[src/hdl/sfp_pkg.sv]
package sfp_pkg;

  // ----------------------------------------------------------------
  // Register map (byte addresses, one aligned word each)
  // ----------------------------------------------------------------
  localparam logic [7:0] ADDR_W30 = 8'h30;
  localparam logic [7:0] ADDR_W34 = 8'h34;
  localparam logic [7:0] ADDR_W38 = 8'h38;
  localparam logic [7:0] ADDR_W3C = 8'h3c;
  localparam logic [7:0] ADDR_W40 = 8'h40;
  localparam logic [7:0] ADDR_W44 = 8'h44;
  localparam logic [7:0] ADDR_W48 = 8'h48;
  localparam logic [7:0] ADDR_W4C = 8'h4c;
  localparam logic [7:0] ADDR_W50 = 8'h50;
  localparam logic [7:0] ADDR_W54 = 8'h54;
  localparam logic [7:0] ADDR_CTRL = 8'h80;
  localparam logic [7:0] ADDR_STAT = 8'h84;
  localparam logic [7:0] ADDR_HDR = 8'h88;

  // ----------------------------------------------------------------
  // Table content
  // ----------------------------------------------------------------
  localparam logic [7:0] B30 = 8'he5;
  localparam logic [7:0] B31_ERASE4K_OP = 8'h20;
  localparam logic [7:0] B32 = 8'hfb;
  localparam logic [7:0] B33 = 8'hff;
  localparam logic [31:0] DENSITY = 32'h1fffffff;
  localparam logic [4:0] QIO_WAIT = 5'h04;
  localparam logic [2:0] QIO_MODE = 3'h2;
  localparam logic [7:0] QIO_OP = 8'heb;
  localparam logic [4:0] QO_WAIT = 5'h08;
  localparam logic [2:0] QO_MODE = 3'h0;
  localparam logic [7:0] QO_OP = 8'h6b;
  localparam logic [4:0] DO_WAIT = 5'h08;
  localparam logic [2:0] DO_MODE = 3'h0;
  localparam logic [7:0] DO_OP = 8'h3b;
  localparam logic [4:0] DIO_WAIT = 5'h00;
  localparam logic [2:0] DIO_MODE = 3'h4;
  localparam logic [7:0] DIO_OP = 8'hbb;
  localparam logic [7:0] B40 = 8'hfe;
  localparam logic [23:0] B41_43 = 24'hffffff;
  localparam logic [15:0] B44_45 = 16'hffff;
  localparam logic [7:0] B46 = 8'h00;
  localparam logic [7:0] B47 = 8'hff;
  localparam logic [15:0] B48_49 = 16'hffff;
  localparam logic [4:0] QPI_WAIT = 5'h04;
  localparam logic [2:0] QPI_MODE = 3'h2;
  localparam logic [7:0] QPI_OP = 8'heb;
  localparam logic [7:0] ER1_SIZE = 8'h0c;
  localparam logic [7:0] ER1_OP = 8'h20;
  localparam logic [7:0] ER2_SIZE = 8'h0f;
  localparam logic [7:0] ER2_OP = 8'h52;
  localparam logic [7:0] ER64_SIZE = 8'h10;
  localparam logic [7:0] ER256_SIZE = 8'h12;
  localparam logic [7:0] ER_BLK_OP = 8'hd8;
  localparam logic [7:0] ER_NONE_SIZE = 8'h00;
  localparam logic [7:0] ER_NONE_OP = 8'hff;
  localparam logic [3:0] ET_MULT = 4'h2;
  localparam logic [4:0] ET1_CNT = 5'h06;
  localparam logic [4:0] ET2_CNT = 5'h08;
  localparam logic [4:0] ET3_CNT = 5'h0a;
  localparam logic [4:0] ET4_CNT = 5'h05;
  localparam logic [4:0] ET_NONE_CNT = 5'h00;
  localparam logic [1:0] ET_UNIT = 2'h1;
  localparam logic [1:0] ET_NONE_UNIT = 2'h0;
  localparam logic [7:0] HDR_PTR = 8'h30;
  localparam logic [7:0] HDR_LEN = 8'h10;

  // ----------------------------------------------------------------
  // Bus responses
  // ----------------------------------------------------------------
  localparam logic [1:0] RESP_OKAY = 2'h0;
  localparam logic [1:0] RESP_SLVERR = 2'h2;

endpackage

[src/hdl/sfp_rom.sv]
module sfp_rom #(
  parameter bit LARGE_BLOCK = 1'b0
) (
  input wire logic mclk_i,
  input wire logic rst_i,
  input wire logic ce_i,
  input wire logic [7:0] s_axi_awaddr_i,
  input wire logic s_axi_awvalid_i,
  output logic s_axi_awready_o,
  input wire logic [31:0] s_axi_wdata_i,
  input wire logic [3:0] s_axi_wstrb_i,
  input wire logic s_axi_wvalid_i,
  output logic s_axi_wready_o,
  output logic [1:0] s_axi_bresp_o,
  output logic s_axi_bvalid_o,
  input wire logic s_axi_bready_i,
  input wire logic [7:0] s_axi_araddr_i,
  input wire logic s_axi_arvalid_i,
  output logic s_axi_arready_o,
  output logic [31:0] s_axi_rdata_o,
  output logic [1:0] s_axi_rresp_o,
  output logic s_axi_rvalid_o,
  input wire logic s_axi_rready_i
);

  // ----------------------------------------------------------------
  // Table words
  // ----------------------------------------------------------------
  wire logic [31:0] w30;
  wire logic [31:0] w34;
  wire logic [31:0] w38;
  wire logic [31:0] w3c;
  wire logic [31:0] w40;
  wire logic [31:0] w44;
  wire logic [31:0] w48;
  wire logic [31:0] w4c;
  wire logic [31:0] w50;
  wire logic [31:0] w54;
  wire logic [31:0] w_hdr;
  wire logic [15:0] er3;
  wire logic [15:0] er4;
  wire logic [6:0] et3;
  wire logic [6:0] et4;

  assign w30 = {sfp_pkg::B33, sfp_pkg::B32, sfp_pkg::B31_ERASE4K_OP,
                sfp_pkg::B30};
  assign w34 = sfp_pkg::DENSITY;
  assign w38 = {sfp_pkg::QO_OP, sfp_pkg::QO_MODE, sfp_pkg::QO_WAIT,
                sfp_pkg::QIO_OP, sfp_pkg::QIO_MODE,
                sfp_pkg::QIO_WAIT};
  assign w3c = {sfp_pkg::DIO_OP, sfp_pkg::DIO_MODE, sfp_pkg::DIO_WAIT,
                sfp_pkg::DO_OP, sfp_pkg::DO_MODE,
                sfp_pkg::DO_WAIT};
  assign w40 = {sfp_pkg::B41_43, sfp_pkg::B40};
  assign w44 = {sfp_pkg::B47, sfp_pkg::B46, sfp_pkg::B44_45};
  assign w48 = {sfp_pkg::QPI_OP, sfp_pkg::QPI_MODE, sfp_pkg::QPI_WAIT,
                sfp_pkg::B48_49};
  assign w4c = {sfp_pkg::ER2_OP, sfp_pkg::ER2_SIZE, sfp_pkg::ER1_OP,
                sfp_pkg::ER1_SIZE};
  assign er3 = LARGE_BLOCK ? {sfp_pkg::ER_NONE_OP, sfp_pkg::ER_NONE_SIZE}
             : {sfp_pkg::ER_BLK_OP, sfp_pkg::ER64_SIZE};
  assign er4 = LARGE_BLOCK ? {sfp_pkg::ER_BLK_OP, sfp_pkg::ER256_SIZE}
             : {sfp_pkg::ER_NONE_OP, sfp_pkg::ER_NONE_SIZE};
  assign w50 = {er4, er3};
  assign et3 = LARGE_BLOCK ? {sfp_pkg::ET_NONE_UNIT, sfp_pkg::ET_NONE_CNT}
             : {sfp_pkg::ET_UNIT, sfp_pkg::ET3_CNT};
  assign et4 = LARGE_BLOCK ? {sfp_pkg::ET_UNIT, sfp_pkg::ET4_CNT}
             : {sfp_pkg::ET_NONE_UNIT, sfp_pkg::ET_NONE_CNT};
  assign w54 = {et4, et3, sfp_pkg::ET_UNIT, sfp_pkg::ET2_CNT,
                sfp_pkg::ET_UNIT, sfp_pkg::ET1_CNT,
                sfp_pkg::ET_MULT};
  assign w_hdr = {16'h0000, sfp_pkg::HDR_LEN, sfp_pkg::HDR_PTR};

  // ----------------------------------------------------------------
  // Control register and status read counter
  // ----------------------------------------------------------------
  logic [31:0] scratch_q;
  logic [31:0] scratch_d;
  logic [15:0] rd_count_q;

  // ----------------------------------------------------------------
  // Write channel
  // ----------------------------------------------------------------
  logic aw_full_q;
  logic w_full_q;
  logic [7:0] awaddr_q;
  logic [31:0] wdata_q;
  logic [3:0] wstrb_q;
  logic bvalid_q;
  logic [1:0] bresp_q;
  wire logic wr_go;
  wire logic wr_ok;

  assign s_axi_awready_o = ce_i && !aw_full_q && !bvalid_q;
  assign s_axi_wready_o = ce_i && !w_full_q && !bvalid_q;
  assign wr_go = aw_full_q && w_full_q && !bvalid_q;
  assign wr_ok = (awaddr_q == sfp_pkg::ADDR_CTRL);
  assign s_axi_bvalid_o = bvalid_q;
  assign s_axi_bresp_o = bresp_q;

  always_comb begin
    scratch_d = scratch_q;
    for (int i = 0; i < 4; i++) begin
      if (wstrb_q[i]) begin
        scratch_d[i*8 +: 8] = wdata_q[i*8 +: 8];
      end
    end
  end

  always_ff @(posedge mclk_i) begin
    if (rst_i) begin
      aw_full_q <= 1'b0;
      w_full_q <= 1'b0;
      awaddr_q <= 8'h00;
      wdata_q <= 32'h00000000;
      wstrb_q <= 4'h0;
      bvalid_q <= 1'b0;
      bresp_q <= sfp_pkg::RESP_OKAY;
      scratch_q <= 32'h00000000;
    end else if (ce_i) begin
      if (s_axi_awvalid_i && s_axi_awready_o) begin
        aw_full_q <= 1'b1;
        awaddr_q <= s_axi_awaddr_i;
      end
      if (s_axi_wvalid_i && s_axi_wready_o) begin
        w_full_q <= 1'b1;
        wdata_q <= s_axi_wdata_i;
        wstrb_q <= s_axi_wstrb_i;
      end
      if (wr_go) begin
        aw_full_q <= 1'b0;
        w_full_q <= 1'b0;
        bvalid_q <= 1'b1;
        bresp_q <= wr_ok ? sfp_pkg::RESP_OKAY : sfp_pkg::RESP_SLVERR;
        if (wr_ok) begin
          scratch_q <= scratch_d;
        end
      end else if (bvalid_q && s_axi_bready_i) begin
        bvalid_q <= 1'b0;
      end
    end
  end

  // ----------------------------------------------------------------
  // Read channel
  // ----------------------------------------------------------------
  logic rvalid_q;
  logic [31:0] rdata_q;
  logic [1:0] rresp_q;
  logic [31:0] rd_word;
  logic rd_hit;

  assign s_axi_arready_o = ce_i && !rvalid_q;
  assign s_axi_rvalid_o = rvalid_q;
  assign s_axi_rdata_o = rdata_q;
  assign s_axi_rresp_o = rresp_q;

  always_comb begin
    rd_hit = 1'b1;
    if (s_axi_araddr_i == sfp_pkg::ADDR_W30) begin
      rd_word = w30;
    end else if (s_axi_araddr_i == sfp_pkg::ADDR_W34) begin
      rd_word = w34;
    end else if (s_axi_araddr_i == sfp_pkg::ADDR_W38) begin
      rd_word = w38;
    end else if (s_axi_araddr_i == sfp_pkg::ADDR_W3C) begin
      rd_word = w3c;
    end else if (s_axi_araddr_i == sfp_pkg::ADDR_W40) begin
      rd_word = w40;
    end else if (s_axi_araddr_i == sfp_pkg::ADDR_W44) begin
      rd_word = w44;
    end else if (s_axi_araddr_i == sfp_pkg::ADDR_W48) begin
      rd_word = w48;
    end else if (s_axi_araddr_i == sfp_pkg::ADDR_W4C) begin
      rd_word = w4c;
    end else if (s_axi_araddr_i == sfp_pkg::ADDR_W50) begin
      rd_word = w50;
    end else if (s_axi_araddr_i == sfp_pkg::ADDR_W54) begin
      rd_word = w54;
    end else if (s_axi_araddr_i == sfp_pkg::ADDR_CTRL) begin
      rd_word = scratch_q;
    end else if (s_axi_araddr_i == sfp_pkg::ADDR_STAT) begin
      rd_word = {15'h0000, LARGE_BLOCK, rd_count_q};
    end else if (s_axi_araddr_i == sfp_pkg::ADDR_HDR) begin
      rd_word = w_hdr;
    end else begin
      rd_word = 32'h00000000;
      rd_hit = 1'b0;
    end
  end

  always_ff @(posedge mclk_i) begin
    if (rst_i) begin
      rvalid_q <= 1'b0;
      rdata_q <= 32'h00000000;
      rresp_q <= sfp_pkg::RESP_OKAY;
      rd_count_q <= 16'h0000;
    end else if (ce_i) begin
      if (s_axi_arvalid_i && !rvalid_q) begin
        rvalid_q <= 1'b1;
        rdata_q <= rd_word;
        rresp_q <= rd_hit ? sfp_pkg::RESP_OKAY : sfp_pkg::RESP_SLVERR;
        rd_count_q <= rd_count_q + 16'h0001;
      end else if (rvalid_q && s_axi_rready_i) begin
        rvalid_q <= 1'b0;
      end
    end
  end

endmodule

[config.mk]
export PLATFORM = sky130hd
export DESIGN_NAME = sfp_rom
export DESIGN_NICKNAME = d
export VERILOG_FILES = /design/src/hdl/sfp_pkg.sv /design/src/hdl/sfp_rom.sv
export SDC_FILE = /design/constraint.sdc
export NUM_CORES = 1
export LEC_CHECK = 0
export ABC_AREA = 1
export BUFFER_PORTS_ARGS = -buffer_cell sky130_fd_sc_hd__buf_4
export CELL_PAD_IN_SITES_DETAIL_PLACEMENT = 0
export CELL_PAD_IN_SITES_GLOBAL_PLACEMENT = 1
export CORE_MARGIN = 4
export CORE_UTILIZATION = 43
export DETAILED_ROUTE_END_ITERATION = 10
export PLACE_DENSITY = 0.9
export SLEW_MARGIN = 20
export SYNTH_ARGS = -nofsm -noshare
export SYNTH_HDL_FRONTEND = slang
export SYNTH_SLANG_ARGS = --single-unit
[constraint.sdc]
create_clock -name mclk_i -period 2.4 [get_ports mclk_i]
set_clock_uncertainty 0.15 [all_clocks]
set_input_delay 0.36 -clock mclk_i [delete_from_list [all_inputs] [get_ports mclk_i]]
set_output_delay 0.36 -clock mclk_i [all_outputs]
set_load 0.01 [all_outputs]
# --- Yosys cells after proc, flatten, opt, wreduce, memory -nomap -nowiden ---
# Index checks and enable logic that the tools add are counted.
word_totals:
  word_cells: 98
  inputBits: 60
  output_inout_bits: 41
  regBits: 132
op_classes:
  eq_ne: 14
  reduce_logical: 32
  muxes: 36
  addsub: 1
op_table:
  columns: ["op", "n"]
  rows:
  - ["$mux 32", 11]
  - ["$eq 8x7->1 const B", 6]
  - ["$eq 8x6->1 const B", 4]
  - ["$eq 8x8->1 const B", 4]
  - ["$mux 1", 21]
  - ["$add 16x1->16 const B", 1]
  - ["$mux 16", 1]
  - ["$reduce_and 2->1", 8]
  - ["$reduce_and 4->1", 4]
  - ["$mux 13", 1]
  - ["$logic_and 1x1->1", 12]
  - ["$reduce_bool 2->1", 4]
  - ["$logic_not 1->1", 4]
  - ["$mux 2", 2]

# --- Depth between registers and ports, before layout ---
depth:
  depth_word: 15
  ltp_mapped: 11
  depth_no_buf: 11

# --- Worst setup path after synthesis ---
# OpenSTA, ideal clock, no wires.
synth_timing:
  path_type: "input port to flip-flop"
  startpoint: "input port s_axi_araddr_i[7]"
  endpoint: "register rdata_q[11], in the netlist s_axi_rdata_o[11]"
  n_path_buf: 0
  setup_slack_ps: 857
  arrival_time_ps: 1260
  required_ps: 2118
  cell_stages: 9
  path_cell_list: "inv_1 > nand2_1 > nor2_4 > nand2_2 > nand2_2 > nor2_4 > nand2_1 > o21ai_0 > a21oi_1"
synth_via:
  elab_chain_cells: 13
  word_cells_on_any_way: 24
  classes_between: "12 x eq/ne; 12 x mux"
synth_lines:
  columns: ["element", "line_no", "text"]
  rows:
  - ["start: declaration", "sfp_rom.sv:17", "input wire logic [7:0] s_axi_araddr_i,"]
  - ["$eq 8x8->1", "sfp_rom.sv:182", "end else if (s_axi_araddr_i == sfp_pkg::ADDR_STAT) begin"]
  - ["$mux 16", "sfp_rom.sv:182", null]
  - ["$mux 32", "sfp_rom.sv:180", "end else if (s_axi_araddr_i == sfp_pkg::ADDR_CTRL) begin"]
  - ["$mux 32", "sfp_rom.sv:178", "end else if (s_axi_araddr_i == sfp_pkg::ADDR_W54) begin"]
  - ["$mux 32", "sfp_rom.sv:176", "end else if (s_axi_araddr_i == sfp_pkg::ADDR_W50) begin"]
  - ["$mux 32", "sfp_rom.sv:174", "end else if (s_axi_araddr_i == sfp_pkg::ADDR_W4C) begin"]
  - ["$mux 32", "sfp_rom.sv:172", "end else if (s_axi_araddr_i == sfp_pkg::ADDR_W48) begin"]
  - ["$mux 32", "sfp_rom.sv:170", "end else if (s_axi_araddr_i == sfp_pkg::ADDR_W44) begin"]
  - ["$mux 32", "sfp_rom.sv:168", "end else if (s_axi_araddr_i == sfp_pkg::ADDR_W40) begin"]
  - ["$mux 32", "sfp_rom.sv:166", "end else if (s_axi_araddr_i == sfp_pkg::ADDR_W3C) begin"]
  - ["$mux 32", "sfp_rom.sv:164", "end else if (s_axi_araddr_i == sfp_pkg::ADDR_W38) begin"]
  - ["$mux 32", "sfp_rom.sv:162", "end else if (s_axi_araddr_i == sfp_pkg::ADDR_W34) begin"]
  - ["$mux 32 (*)", "sfp_rom.sv:160", "if (s_axi_araddr_i == sfp_pkg::ADDR_W30) begin"]
  - ["end signal: assignment", "sfp_rom.sv:201", "rdata_q <= rd_word;"]
  - ["end: declaration", "sfp_rom.sv:148", "logic [31:0] rdata_q;"]
# Every way passes the cells marked *; elsewhere a longest branch is shown, timed or not.
# A chain may end at the register's enable or synchronous reset.

# --- Worst setup path in the final report ---
layout_timing:
  startpoint: "register bvalid_q, in the netlist s_axi_bvalid_o"
  endpoint: "register wdata_q[22]"
layout_via:
  elab_chain_cells: 4
layout_lines:
  columns: ["element", "line_no", "text"]
  rows:
  - ["start: declaration", "sfp_rom.sv:89", "logic bvalid_q;"]
  - ["start signal: assignment", "sfp_rom.sv:117", "bvalid_q <= 1'b0;"]
  - ["start signal: assignment", "sfp_rom.sv:133", "bvalid_q <= 1'b1;"]
  - ["start signal: assignment", "sfp_rom.sv:139", "bvalid_q <= 1'b0;"]
  - ["$logic_not 1->1", "sfp_rom.sv:95", "assign s_axi_wready_o = ce_i && !w_full_q && !bvalid_q;"]
  - ["$logic_and 1x1->1", "sfp_rom.sv:95", null]
  - ["$logic_and 1x1->1", "sfp_rom.sv:125", "if (s_axi_wvalid_i && s_axi_wready_o) begin"]
  - ["$reduce_and 2->1 (no source line)", null, null]
  - ["end signal: assignment", "sfp_rom.sv:127", "wdata_q <= s_axi_wdata_i;"]
  - ["end: declaration", "sfp_rom.sv:87", "logic [31:0] wdata_q;"]
# No other way between the ends.

==> flow_metrics.py <==
metrics = {
    "run_status": {
        "status": "completed",
    },
    "power_and_ir_drop": {
        "p_leak_uw": 0.00295,
        "swShare": 0.222,
        "ir_drop_mv": 0.410,
        "power_frac_seq": 0.423,
        "switching_power_uw": 1210,
        "p_clk_frac": 0.498,
        "powerDensity_nw_per_um2": 772,
        "intPower_uw": 4220,
        "combPwrFrac": 0.079,
        "p_total_uw": 5430,
    },
    "final_layout": {
        "area_growth_pct": 26.2,
        "multi_input_area_um2": 2560,
        "seq_area_um2": 2600,
        "final_common_cell": "nor2_1",
        "final_cell_mix": "145 x nor2_1, 130 x dfxtp_1, 105 x buf_4",
        "nFillCells": 1210,
        "antenna_cells": 0,
        "layout-drive-gt1-share": 0.202,
        "nNetsFinal": 905,
    },
    "drt": {
        "wl_met2_mm": 6.54,
        "wl_met3_um": 993,
        "drt_first_pass_iters": 4,
        "drc": 0,
        "wl_met1_mm": 6.94,
        "routed_wirelength_mm": 14.8,
        "top_layer": "met4",
        "via_per_inst": 5.16,
        "vias": 5309,
        "drtAntennaViolNets": 0,
        "drt_iter0_drc": 435,
        "drt-wirelength-per-cell_um": 14.4,
    },
    "clock_tree": {
        "clkLatencyLatePin_ns": 0.41,
        "cts.root.buffer_cell": "clkbuf_16",
        "cts.clk_slew.worst_paths_ns": 0.05,
        "h-tree-depth": 4,
        "cts_tree": "done",
        "cts_buffers": 17,
        "postCtsHoldBufs": 0,
        "clockBufferDepth": 2,
        "ctsResizeCount": 0,
        "cts_num_sinks": 130,
        "cts_setup_buffers": 0,
    },
    "global_routing": {
        "antenna_found_initial": 0,
        "overflow": 0,
        "grt_max_degree": 88,
        "grt_pass1_wl_mm": 24.4,
        "grt_usage": 0.208,
        "grt_pass1_vias": 5052,
    },
    "worst_setup_path": {
        "required_ns": 2.59,
        "cp_common_cell": "nor2_1",
        "cp.buffers_inverters": 2,
        "crit_chain": "nor2_2 -> inv_2 -> nor2_1 -> nand2_1 -> inv_2 -> nor2_1 -> nor2_1",
        "critical_path.top_delay_family": "simple AND/OR/NAND/NOR gates",
        "crit_slowest_cell": "inv_2",
        "end_kind": "register",
        "arrival_ns": 2.19,
        "r2r_slack_ns": 0.40,
        "cp_max_fo": 32,
        "start_kind": "register",
        "critical_path_class": "reg2reg",
        "critPathMaxStageDelay_ns": 0.48,
    },
    "synth": {
        "postSynth.asyncResetShare": 0,
        "synth_cell_types": 37,
        "ys_ff_latch": 130,
        "synth_edf_count": 0,
        "synthTopCellsByArea": "dfxtp_1 47%, nor2_1 9.8%, o21ai_0 9.3%",
        "seq_area_frac_synth": 0.467,
        "synth_area_leader_cell": "dfxtp_1",
        "ys_warn_count": 0,
        "synth_top_cell_area_share": 0.467,
        "ys.flop_type": "dfxtp_1",
        "synthesis.instances": 753,
        "syn-cell-area_um2": 5570,
        "synth.avg_cell_area_um2": 7.40,
    },
    "timing": {
        "fin_crit_sh": 0.832,
        "max_slew_margin": 0.530,
        "rsz0062_at_grt": "no",
        "hold_ws_ns": 0.0450,
        "finalSetupViolations": 0,
        "slew_violations": 0,
        "timing.fmax_mhz": 501,
        "worstMarginPinSlew_ns": 0.702,
        "hold_violations": 0,
        "fin_crit_ns": 2.00,
        "setup_tns_ns": 0,
    },
    "floorplan": {
        "core_area_um2": 12700,
        "start_util": 0.440,
        "fp.dieW_um": 122,
        "rows": 41,
        "die_y_um": 122,
        "die_area_um2": 14800,
        "io_pins": 101,
    },
    "place": {
        "port_buffers": 98,
        "place.detailed.hpwl_mm": 10.9,
        "gp_congestion": 0.938,
    },
    "flow_run": {
        "maxCapViolations": 0,
    },
    "hold_path": {
        "hp-class": "in2reg",
    },
}
## synthesized netlist by cell type (all sizes together) (2+ instances only)
cell type	n
nand4	13
nor2	163
o211ai	6
buf	17
a21oi	51
clkbuf	18
o21a	2
a31oi	7
o21ai	113
dfxtp	130
a22oi	2
nand2	97
clkinv	5
inv	56
nand3	18
nor3	41
a41oi	6
a211oi	2
## layout make-up
cell class / instances / area share
sequential: 130 / 0.370
inverter: 61 / 0.0327
tap: 172 / 0.0306
timing repair buffer: 106 / 0.115
clock inverter: 9 / 0.0219
clock buffer: 23 / 0.0665
multi-input combinational: 528 / 0.364
## sequential cells by signal, indices dropped and copies added, names as in the netlist
name and flops:
aw_full_q 1, awaddr_q 8, rd_count_q 16, s_axi_bresp_o 1, s_axi_bvalid_o 1, s_axi_rdata_o 32
s_axi_rresp_o 1, s_axi_rvalid_o 1, scratch_q 32, w_full_q 1, wdata_q 32, wstrb_q 4
## power groups by stage
stage,Combinational [uW],Clock (uW),Sequential (uW)
6_report,429,2700,2300
5_1_grt,487,2850,2300
4_1_cts,433,2750,2300
3_5_place_dp,430,0,2340
3_3_place_gp,421,0,2340
2_1_floorplan,243,0,2340
## stage by stage
stage | cell area (um2) | utilization | cells | worst slack, ns
6_report | 7040 | 0.555 | 1029 | 0.403
5_1_grt | 7040 | 0.555 | 1029 | 0.167
4_1_cts | 7040 | 0.555 | 1029 | 0.399
3_5_place_dp | 6410 | 0.506 | 997 | 0.273
3_3_place_gp | 6410 | 0.506 | 997 | 0.345
2_1_floorplan | 5580 | - | 754 | 0.857
## metal layers
layer | up-vias | track usage
met1 | 2399 | 0.281
met4 | 0 | 0.0931
met3 | 30 | 0.0381
li1 | 2693 | -
met2 | 187 | 0.326
met5 | - | 0
## final timing paths
path,startpoint,to,cells after the start
worst max-delay path,s_axi_bvalid_o,wdata_q[22],7
worst min register to register,awaddr_q[7],awaddr_q[7],2
worst max register to register,s_axi_bvalid_o,wdata_q[22],7
worst min-delay path,s_axi_wdata_i[7],wdata_q[7],3
## tightest hold or removal path: stages
cell     delay [ns]
buf_4          0.07
o21ai_0        0.07
nor2_1         0.07
## kinds of logic (layout without fill, tap and decap cells)
family | after synthesis | in the layout | synth area share
compound gates | 191 | 191 | 0.184
simple gates | 334 | 334 | 0.271
flops | 130 | 130 | 0.467
other cells | 1 | 2 | 0.000673
buf+inv | 96 | 199 | 0.0748
fa+ha+maj | 1 | 1 | 0.00224
Note: power is estimated with default switching activity, not from simulation.
